$ cat src/core/ppc_regs.svh
// register map, field positions, reset values and counts of the
// picture processor control bank.
// assumes: included by bare name from the design files and the bench.
`ifndef PPC_REGS_SVH
`define PPC_REGS_SVH

// ==========================================================================
// serial bus address and subaddresses
// ==========================================================================
`define PPC_SLAVE_ADDR      7'h15
`define PPC_SUB_MODE        8'h00
`define PPC_SUB_LEVEL       8'h01
`define PPC_SUB_LINE        8'h02
`define PPC_SUB_TEST        8'h03
`define PPC_NUM_REGS        8'h04

// ==========================================================================
// field positions
// ==========================================================================
`define PPC_OP_HI           7
`define PPC_OP_LO           6
`define PPC_FRAME_BIT       5
`define PPC_SPLIT_BIT       3
`define PPC_TAPE_BIT        2
`define PPC_DENOISE_BIT     1
`define PPC_WIDTH_BIT       0
`define PPC_GREY_HI         7
`define PPC_GREY_LO         5
`define PPC_LIMIT_HI        4
`define PPC_LIMIT_LO        0
`define PPC_ROW_HI          7
`define PPC_ROW_LO          5
`define PPC_CLASS_EN_BIT    7
`define PPC_CLASS_HI        6
`define PPC_CLASS_LO        5
`define PPC_COEF_EN_BIT     4
`define PPC_COEF_HI         3
`define PPC_COEF_LO         0

// ==========================================================================
// reset values
// ==========================================================================
`define PPC_MODE_RST        8'h00
`define PPC_ROW_DEC_RST     3'h4
`define PPC_COEF_K_RST      5'h10

// ==========================================================================
// line timing in output pixel clocks
// ==========================================================================
`define PPC_ACTIVE_PIX      11'h2D0
`define PPC_HALF_PIX        11'h168

// ==========================================================================
// synchroniser lanes
// ==========================================================================
`define PPC_SYNC_W          8
`define PPC_SI_SCL          0
`define PPC_SI_SDA          1
`define PPC_SI_REQ          2
`define PPC_SI_BLANK        3
`define PPC_SI_INCLK        4
`define PPC_SI_OUTCLK       5
`define PPC_SI_VS           6
`define PPC_SI_FMT          7
// idle levels: scl, sda and line_blank_n rest high
`define PPC_SYNC_IDLE       8'h0B

`endif

$ cat src/core/ppc_pkg.sv
// types shared by the picture processor control bank.
// assumes: compiled before the design modules.
package ppc_pkg;

    typedef enum logic [6:0] {
        PPC_ST_IDLE  = 7'h01,
        PPC_ST_ADDR  = 7'h02,
        PPC_ST_ACKA  = 7'h04,
        PPC_ST_SUB   = 7'h08,
        PPC_ST_ACKS  = 7'h10,
        PPC_ST_DATA  = 7'h20,
        PPC_ST_ACKD  = 7'h40
    } ppc_bus_state_t;

    typedef enum logic [1:0] {
        PPC_OP_NORMAL       = 2'h0,
        PPC_OP_MULTI        = 2'h1,
        PPC_OP_STILL_IN     = 2'h2,
        PPC_OP_PIC_IN_STILL = 2'h3
    } ppc_op_mode_t;

    typedef struct packed {
        ppc_op_mode_t op_mode;
        logic         narrow_frame;
        logic         split_screen;
        logic         tape_source_select;
        logic         denoise_switch;
        logic         input_width_sel;
        logic [2:0]   border_grey_level;
        logic [4:0]   lower_snr_limit;
        logic [4:0]   upper_snr_limit;
        logic [2:0]   measure_row;
        logic         class_force_enable;
        logic [1:0]   forced_class;
        logic         coef_force_enable;
        logic [4:0]   forced_coef_k;
    } ppc_settings_t;

    typedef struct packed {
        logic [7:0] s1;
        logic [7:0] s2;
        logic [7:0] s3;
    } ppc_sync_st_t;

    typedef struct packed {
        ppc_bus_state_t st;
        logic [3:0]     bit_cnt;
        logic [7:0]     shreg;
        logic [7:0]     sub;
        ppc_op_mode_t   pend_mode;
        logic           pend_ff;
        ppc_settings_t  cfg;
        logic [10:0]    pix_cnt;
        logic           sda_oe;
        logic           sda_out;
        logic           nr_active;
        logic           field_start;
        logic           line_start;
        logic           in_tick;
        logic           out_tick;
        logic           chroma_low_valid;
    } ppc_ctrl_st_t;

endpackage

$ cat src/core/ppc_sync.sv
// two-stage synchroniser for all pin inputs, with edge pulses.
// assumes: inputs asynchronous to clk; edges taken behind the second stage.
`timescale 1ns/1ps
`default_nettype none
`include "ppc_regs.svh"

module ppc_sync (
    input  wire logic                   clk,
    input  wire logic                   sys_rst,
    input  wire logic [`PPC_SYNC_W-1:0] raw,
    output logic      [`PPC_SYNC_W-1:0] lvl,
    output logic      [`PPC_SYNC_W-1:0] rise,
    output logic      [`PPC_SYNC_W-1:0] fall
);

    ppc_pkg::ppc_sync_st_t s_ff;
    ppc_pkg::ppc_sync_st_t nxt_s;

    always_comb begin
        nxt_s    = s_ff;
        nxt_s.s1 = raw;
        nxt_s.s2 = s_ff.s1;
        nxt_s.s3 = s_ff.s2;
    end

    always_ff @(posedge clk or posedge sys_rst) begin
        if (sys_rst) begin
            // idle levels, so no false edge follows reset
            s_ff <= {3{`PPC_SYNC_IDLE}};
        end else begin
            s_ff <= nxt_s;
        end
    end

    // stage one feeds stage two only; edges compare stages two and three
    assign lvl  = s_ff.s2;
    assign rise = s_ff.s2 & ~s_ff.s3;
    assign fall = s_ff.s3 & ~s_ff.s2;

endmodule
`default_nettype wire

$ cat src/core/ppc_ctrl.sv
// write-only control bank of the picture processor, loaded by a serial
// bus slave receiver, plus the strobe and pixel-clock handling around it.
// assumes: all pins asynchronous to clk; clk much faster than scl.
`timescale 1ns/1ps
`default_nettype none
`include "ppc_regs.svh"

// Functional notes
// split screen filters one half only
// tape source bit, zero means television
// denoise switch, zero means off
// width bit, zero seven bits, one eight
// border grey level three bits, black default
// lower noise threshold five bits
// upper noise threshold five bits
// row code decodes to measurement line
// class force enable selects forced class
// coefficient force enable selects fixed K
// internal reset loads all defaults
// request plus vertical sync switches mode
// blanking strobe synchronises line sequencing
// input pixel clock drives input timing
// output pixel clock times output data
// low chroma bits valid in 4:2:2
// vertical sync sets picture vertical position
// subaddress advances after every data byte
// multi-picture mode changes only in window
// top two mode bits select operation
// reserved row code falls back to default
module ppc_ctrl (
    input  wire logic           clk,
    input  wire logic           sys_rst,
    input  wire logic           scl,
    input  wire logic           sda_in,
    input  wire logic           transfer_request,
    input  wire logic           line_blank_n,
    input  wire logic           input_pixel_clock,
    input  wire logic           output_pixel_clock,
    input  wire logic           vertical_sync_in,
    input  wire logic           out_fmt_422,
    output ppc_pkg::ppc_settings_t settings,
    output logic                nr_active,
    output logic                field_start,
    output logic                line_start,
    output logic                in_pix_tick,
    output logic                out_pix_tick,
    output logic                chroma_low_valid,
    output logic                sda_out,
    output logic                sda_oe
);

    // ======================================================================
    // decoders
    // ======================================================================
    function automatic logic [2:0] row_decode(input logic [2:0] code);
        logic [2:0] r;
        case (code)
            3'h0: r = 3'h4;
            3'h1: r = 3'h0;
            3'h2: r = 3'h1;
            3'h3: r = 3'h2;
            3'h4: r = 3'h3;
            3'h5: r = 3'h5;
            3'h6: r = 3'h7;
            default: r = `PPC_ROW_DEC_RST;
        endcase
        return r;
    endfunction

    // K in sixteenths
    function automatic logic [4:0] coef_decode(input logic [3:0] code);
        logic [4:0] k;
        case (code)
            4'h0: k = 5'h10;
            4'h1: k = 5'h0C;
            4'h2: k = 5'h0A;
            4'h3: k = 5'h09;
            4'h4: k = 5'h0C;
            4'h5: k = 5'h08;
            4'h6: k = 5'h06;
            4'h7: k = 5'h05;
            4'h8: k = 5'h0A;
            4'h9: k = 5'h06;
            4'hA: k = 5'h04;
            4'hB: k = 5'h03;
            4'hC: k = 5'h09;
            4'hD: k = 5'h05;
            4'hE: k = 5'h03;
            default: k = 5'h02;
        endcase
        return k;
    endfunction

    function automatic ppc_pkg::ppc_settings_t write_byte(
        input ppc_pkg::ppc_settings_t c,
        input logic [7:0]             sub,
        input logic [7:0]             d
    );
        ppc_pkg::ppc_settings_t r;
        r = c;
        case (sub)
            `PPC_SUB_MODE: begin
                r.narrow_frame       = d[`PPC_FRAME_BIT];
                r.split_screen       = d[`PPC_SPLIT_BIT];
                r.tape_source_select = d[`PPC_TAPE_BIT];
                r.denoise_switch     = d[`PPC_DENOISE_BIT];
                r.input_width_sel    = d[`PPC_WIDTH_BIT];
            end
            `PPC_SUB_LEVEL: begin
                r.border_grey_level = d[`PPC_GREY_HI:`PPC_GREY_LO];
                r.lower_snr_limit   = d[`PPC_LIMIT_HI:`PPC_LIMIT_LO];
            end
            `PPC_SUB_LINE: begin
                r.measure_row     = row_decode(d[`PPC_ROW_HI:`PPC_ROW_LO]);
                r.upper_snr_limit = d[`PPC_LIMIT_HI:`PPC_LIMIT_LO];
            end
            `PPC_SUB_TEST: begin
                r.class_force_enable = d[`PPC_CLASS_EN_BIT];
                r.forced_class       = d[`PPC_CLASS_HI:`PPC_CLASS_LO];
                r.coef_force_enable  = d[`PPC_COEF_EN_BIT];
                r.forced_coef_k = coef_decode(d[`PPC_COEF_HI:`PPC_COEF_LO]);
            end
            default: r = c;
        endcase
        return r;
    endfunction

    // ======================================================================
    // pin synchronisers
    // ======================================================================
    logic [`PPC_SYNC_W-1:0] lvl;
    logic [`PPC_SYNC_W-1:0] rise;
    logic [`PPC_SYNC_W-1:0] fall;

    ppc_sync u_sync (
        .clk     (clk),
        .sys_rst (sys_rst),
        .raw     ({out_fmt_422, vertical_sync_in, output_pixel_clock,
                   input_pixel_clock, line_blank_n, transfer_request,
                   sda_in, scl}),
        .lvl     (lvl),
        .rise    (rise),
        .fall    (fall)
    );

    // ======================================================================
    // state
    // ======================================================================
    ppc_pkg::ppc_ctrl_st_t s_ff;
    ppc_pkg::ppc_ctrl_st_t nxt_s;
    logic                  bus_start;
    logic                  bus_stop;
    logic                  byte_end;
    logic                  mp_gated;
    logic                  vs_window;

    assign bus_start = lvl[`PPC_SI_SCL] & fall[`PPC_SI_SDA];
    assign bus_stop  = lvl[`PPC_SI_SCL] & rise[`PPC_SI_SDA];
    assign byte_end  = fall[`PPC_SI_SCL] & (s_ff.bit_cnt == 4'h8);
    assign mp_gated  = (s_ff.cfg.op_mode == ppc_pkg::PPC_OP_MULTI) |
                       (s_ff.pend_mode == ppc_pkg::PPC_OP_MULTI);
    assign vs_window = lvl[`PPC_SI_VS] & lvl[`PPC_SI_REQ];

    always_comb begin
        nxt_s             = s_ff;
        nxt_s.sda_out     = 1'b0;
        nxt_s.field_start = rise[`PPC_SI_VS];
        nxt_s.line_start  = rise[`PPC_SI_BLANK];
        nxt_s.in_tick     = rise[`PPC_SI_INCLK];
        nxt_s.out_tick    = rise[`PPC_SI_OUTCLK];
        nxt_s.chroma_low_valid = lvl[`PPC_SI_FMT];

        // pixel position in the active line, counted on output clock
        if (rise[`PPC_SI_BLANK]) begin
            nxt_s.pix_cnt = 11'h000;
        end else if (rise[`PPC_SI_OUTCLK] && lvl[`PPC_SI_BLANK] &&
                     s_ff.pix_cnt != `PPC_ACTIVE_PIX) begin
            nxt_s.pix_cnt = s_ff.pix_cnt + 11'h001;
        end
        nxt_s.nr_active = s_ff.cfg.denoise_switch &&
            !(s_ff.cfg.split_screen &&
              s_ff.pix_cnt >= `PPC_HALF_PIX);

        // mode switch; multi-picture waits for the sync window
        if (s_ff.pend_ff && (!mp_gated || vs_window)) begin
            nxt_s.cfg.op_mode = s_ff.pend_mode;
            nxt_s.pend_ff     = 1'b0;
        end

        if (bus_start) begin
            nxt_s.st      = ppc_pkg::PPC_ST_ADDR;
            nxt_s.bit_cnt = 4'h0;
            nxt_s.sda_oe  = 1'b0;
        end else if (bus_stop) begin
            nxt_s.st     = ppc_pkg::PPC_ST_IDLE;
            nxt_s.sda_oe = 1'b0;
        end else begin
            case (s_ff.st)
                ppc_pkg::PPC_ST_IDLE: begin
                    nxt_s.sda_oe = 1'b0;
                end
                ppc_pkg::PPC_ST_ADDR,
                ppc_pkg::PPC_ST_SUB,
                ppc_pkg::PPC_ST_DATA: begin
                    if (rise[`PPC_SI_SCL]) begin
                        nxt_s.shreg   = {s_ff.shreg[6:0], lvl[`PPC_SI_SDA]};
                        nxt_s.bit_cnt = s_ff.bit_cnt + 4'h1;
                    end else if (byte_end) begin
                        nxt_s.sda_oe = 1'b1;
                        if (s_ff.st == ppc_pkg::PPC_ST_ADDR) begin
                            // only a write to our address is acknowledged
                            if (s_ff.shreg[7:1] == `PPC_SLAVE_ADDR &&
                                !s_ff.shreg[0]) begin
                                nxt_s.st = ppc_pkg::PPC_ST_ACKA;
                            end else begin
                                nxt_s.st     = ppc_pkg::PPC_ST_IDLE;
                                nxt_s.sda_oe = 1'b0;
                            end
                        end else if (s_ff.st == ppc_pkg::PPC_ST_SUB) begin
                            nxt_s.sub = s_ff.shreg;
                            nxt_s.st  = ppc_pkg::PPC_ST_ACKS;
                        end else begin
                            nxt_s.cfg = write_byte(nxt_s.cfg, s_ff.sub,
                                                   s_ff.shreg);
                            if (s_ff.sub == `PPC_SUB_MODE) begin
                                // a fresh write beats a same-cycle apply
                                nxt_s.pend_mode = ppc_pkg::ppc_op_mode_t'(
                                    s_ff.shreg[`PPC_OP_HI:`PPC_OP_LO]);
                                nxt_s.pend_ff = 1'b1;
                            end
                            nxt_s.sub = s_ff.sub + 8'h01;
                            nxt_s.st  = ppc_pkg::PPC_ST_ACKD;
                        end
                    end
                end
                ppc_pkg::PPC_ST_ACKA,
                ppc_pkg::PPC_ST_ACKS,
                ppc_pkg::PPC_ST_ACKD: begin
                    if (fall[`PPC_SI_SCL]) begin
                        nxt_s.sda_oe  = 1'b0;
                        nxt_s.bit_cnt = 4'h0;
                        nxt_s.st = (s_ff.st == ppc_pkg::PPC_ST_ACKA) ?
                                   ppc_pkg::PPC_ST_SUB :
                                   ppc_pkg::PPC_ST_DATA;
                    end
                end
                default: begin
                    nxt_s.st     = ppc_pkg::PPC_ST_IDLE;
                    nxt_s.sda_oe = 1'b0;
                end
            endcase
        end
    end

    always_ff @(posedge clk or posedge sys_rst) begin
        if (sys_rst) begin
            s_ff                   <= '0;
            s_ff.st                <= ppc_pkg::PPC_ST_IDLE;
            s_ff.cfg.measure_row   <= `PPC_ROW_DEC_RST;
            s_ff.cfg.forced_coef_k <= `PPC_COEF_K_RST;
        end else begin
            s_ff <= nxt_s;
        end
    end

    assign settings         = s_ff.cfg;
    assign nr_active        = s_ff.nr_active;
    assign field_start      = s_ff.field_start;
    assign line_start       = s_ff.line_start;
    assign in_pix_tick      = s_ff.in_tick;
    assign out_pix_tick     = s_ff.out_tick;
    assign chroma_low_valid = s_ff.chroma_low_valid;
    assign sda_out          = s_ff.sda_out;
    assign sda_oe           = s_ff.sda_oe;
endmodule
`default_nettype wire

$ cat config.mk
export PLATFORM = sky130hd
export DESIGN_NAME = ppc_ctrl
export DESIGN_NICKNAME = d
export VERILOG_FILES = /design/src/core/ppc_pkg.sv /design/src/core/ppc_sync.sv /design/src/core/ppc_ctrl.sv
export VERILOG_INCLUDE_DIRS = /design/src /design/src/core
export SDC_FILE = /design/constraint.sdc
export NUM_CORES = 1
export LEC_CHECK = 0
export BUFFER_PORTS_ARGS = -buffer_cell sky130_fd_sc_hd__buf_2
export CAP_MARGIN = 20
export CORE_MARGIN = 2
export CORE_UTILIZATION = 30
export DETAILED_ROUTE_END_ITERATION = 10
export GPL_ROUTABILITY_DRIVEN = 0
export PLACE_DENSITY = 0.46
export SYNTH_ARGS = -nofsm -noshare
export SYNTH_HDL_FRONTEND = slang
export SYNTH_SLANG_ARGS = --single-unit
$ cat constraint.sdc
create_clock -name clk -period 5 [get_ports clk]
set_clock_uncertainty 0.05 [all_clocks]
set_input_delay 0.5 -clock clk [delete_from_list [all_inputs] [get_ports clk]]
set_output_delay 0.5 -clock clk [all_outputs]
set_load 0.005 [all_outputs]
==> out/metrics.cfg <==
[placed_design]
place_ws_ns=2.34
port_buffers=48
dp_hpwl_um=6610
dp_cells=645

[timing]
setup_viol=0
layout_setup_ws_ns=2.32
tightest_slew_ns=0.886
drv_slew=0
hold_viol_final=0
max_slew_margin_pct=40.6
fin_crit_ns=2.68
max_freq_mhz=374
grt_setup_unrepaired=false
fin_crit_sh_pct=53.5
whs_ns=0.185
setup_tns_ns=0

[final_layout]
n_fill_cell=1564
final_cell_mix=90 x dfrtp_1, 48 x buf_2, 39 x mux2_2
final_common_cell=dfrtp_1
num-nets-final=464
utilization_pct=33.7
diodes=0
fin_cells=661
drive_gt1_share_pct=29.4
final-seq-area_um2=2570
area_growth_pct=10.8
multi_input_area_um2=1860

[grt]
grt_pass1_vias=3050
grt_pass1_wl_um=16000
grt_overflow=0
grt.total_usage_pct=12.4
grt_antenna_before_repair=0
grt_max_degree=53

[detailed_routing]
drt_wl_total_um=9640
first_pass_iters=4
vias_per_cell=4.62
post_drt_wl_per_cell_um=14.6
drc=0
antenna_left=0
vias=3057
drtIter0Drc=95

[setup_path]
startpoint_type=flip-flop
critical-path-top-delay-family=simple AND/OR/NAND/NOR gates
r2r-end=s_ff[59]$_DFFE_PP0P_
path_cells=or2b_2, nor3_1, nand4_1, a21oi_1, a2bb2oi_1
r2r-start=u_sync.s_ff[0]$_DFF_PP1_
path_depth=5
ff2ff_setup_slack_ns=2.32
worst-path-max-fanout=15
cp.arrival_ns=2.90
crit_buf_inv=0
crit_path_end=s_ff[59]$_DFFE_PP0P_
worstPathRequired_ns=5.22
rr_worst_depth=5
crit_type=reg2reg
slowest_delay_ns=0.66
worstSetupStartpoint=u_sync.s_ff[0]$_DFF_PP1_
cp-end-kind=flip-flop
cp_slowest_cell=nand4_1

[floorplan]
die_w_um=130
placementRows=46
pin_count=50
core_area_um2=15700
die_y_um=130
initial_core_util_pct=30.5
die-area_um2=17000

[synthesis]
synthFlopType=dfrtp_1
synth_area_um2=4790
ys_seq_area_share_pct=53.6
synth_top_area_share_pct=47.0
syn_area_per_cell_um2=11.4
yosysWarnings=0
synth_seq_cells=102
synthArstFlopShare_pct=100
syn_inst=421
synth_top_area_cell=dfrtp_1
synth_edf_count=0
netlist_top_cells_area=dfrtp_1 47%, mux2_2 9.2%, dfstp_2 6.6%, buf_4 5.2%, ha_1 3.7%
synth_nets=445
synth_cell_type_count=52

[clock_tree]
clock_latency_ns=0.35
clkTransAtPathRegs_ns=0.07
cts_made_buffers=9
htree_levels=3
cts.path.max_buffers=2
cts.sinks=102
postCtsHoldBufs=0
post_cts_buffers=0
postCtsResizedCells=0
cts_tree=done
cts-root-buf=clkbuf_16

[outcome]
status=finished, final reports clean

[power_and_ir_drop]
leakagePower_nw=2.55
max-vdd-ir-drop_mv=0.166
p_per_area_nw_per_um2=297

[hold_path]
hold_path.class=in2async

[run]
cap_viol_max_count=0

## Yosys cell counts, types with 2 or more instances
| library cell | n |
|---|---|
| dfrtp_1 | 90 |
| mux2_2 | 39 |
| buf_4 | 33 |
| nand2_1 | 30 |
| nor2_1 | 29 |
| inv_1 | 20 |
| a21oi_1 | 16 |
| ha_1 | 14 |
| nand3_1 | 13 |
| o21ai_0 | 13 |
| dfstp_2 | 12 |
| clkbuf_1 | 8 |
| xnor2_1 | 7 |
| xor2_1 | 7 |
| nor3_1 | 6 |
| nor2b_1 | 5 |
| a31oi_1 | 4 |
| and3_1 | 4 |
| mux2i_1 | 4 |
| nand2_2 | 4 |
| nand4_1 | 4 |
| nor4_1 | 4 |
| nor4b_1 | 4 |
| o22a_1 | 4 |
| a2bb2oi_1 | 3 |
| a31o_2 | 3 |
| nand3b_1 | 3 |
| nand4b_1 | 3 |
| nor3b_1 | 3 |
| a211o_1 | 2 |
| a32oi_1 | 2 |
| and2b_2 | 2 |
| nand2b_1 | 2 |
| o211a_1 | 2 |
| o211ai_1 | 2 |
| o22ai_1 | 2 |
| or2b_2 | 2 |
| or3_1 | 2 |
## how the worst min path moves through the flow
stage / start / end / slack (ns) / depth (start not counted)
2_1_floorplan: u_sync.lvl[7]$_DFF_PP0_ / chroma_low_valid$_DFF_PP0_ / 0.28 / 0
3_3_place_gp: u_sync.nxt_s[13]$_DFF_PP0_ / u_sync.lvl[5]$_DFF_PP0_ / 0.28 / 0
3_5_place_dp: u_sync.nxt_s[14]$_DFF_PP0_ / u_sync.lvl[6]$_DFF_PP0_ / 0.28 / 0
4_1_cts: sda_in / u_sync.nxt_s[9]$_DFF_PP1_ / 0.18 / 1
5_1_grt: sda_in / u_sync.nxt_s[9]$_DFF_PP1_ / 0.18 / 1
6_report: sys_rst / s_ff[8]$_DFFE_PP0P_ / 0.19 / 2
## area by class of cell
type	instances	area share [%]
clock buffer	12	4.65
clock inverter	4	0.448
inverter	20	1.46
multi-input combinational	257	35.1
sequential	102	48.4
tap	216	5.10
timing repair buffer	50	4.81
## state kept, by name (all words and copies together) (netlist names)
name / cells
u_sync.nxt_s: 8
settings: 32
out_pix_tick: 1
s_ff: 41
sda_oe: 1
chroma_low_valid: 1
u_sync.s_ff: 6
line_start: 1
in_pix_tick: 1
u_sync.lvl: 8
nr_active: 1
field_start: 1
## layer usage
metal | track usage, % | part of all wire, %
met5 | 0 | 0
met4 | 5.38 | 2.1
met3 | 3.32 | 3.8
met2 | 19.5 | 46
met1 | 16.1 | 49
## cells by family after synthesis
logic type               after synthesis  synth area share, %
AND/OR/NAND/NOR                      124                 13.9
flip-flops                           102                 53.6
XOR/XNOR                              14                 2.56
buffers and inverters                 62                 7.48
AO/OA/AOI/OAI                         60                 8.42
adder cells (fa/ha/maj)               14                 3.66
other                                  1               0.0783
multiplexers                          44                 10.2
## report_power, final
group	switching (mW)	internal, mW
logic	0.0425	0.0188
registers	0.0110	0.844
clock network	0.307	0.351
total	0.360	1.21
## worst register-to-register path: stages (launching register included)
cell       delay (ns)
dfstp_2          0.55
or2b_2           0.31
nor3_1           0.51
nand4_1          0.66
a21oi_1          0.34
a2bb2oi_1        0.19
## per-stage QoR
step	total power [mW]	instance area, um2
floorplan	0.912	4790
finish	1.57	5300
global route	1.65	5300
detailed placement	0.934	5030
global placement	0.933	5030
CTS	1.60	5300
Note: power is estimated with default switching activity, not from simulation.
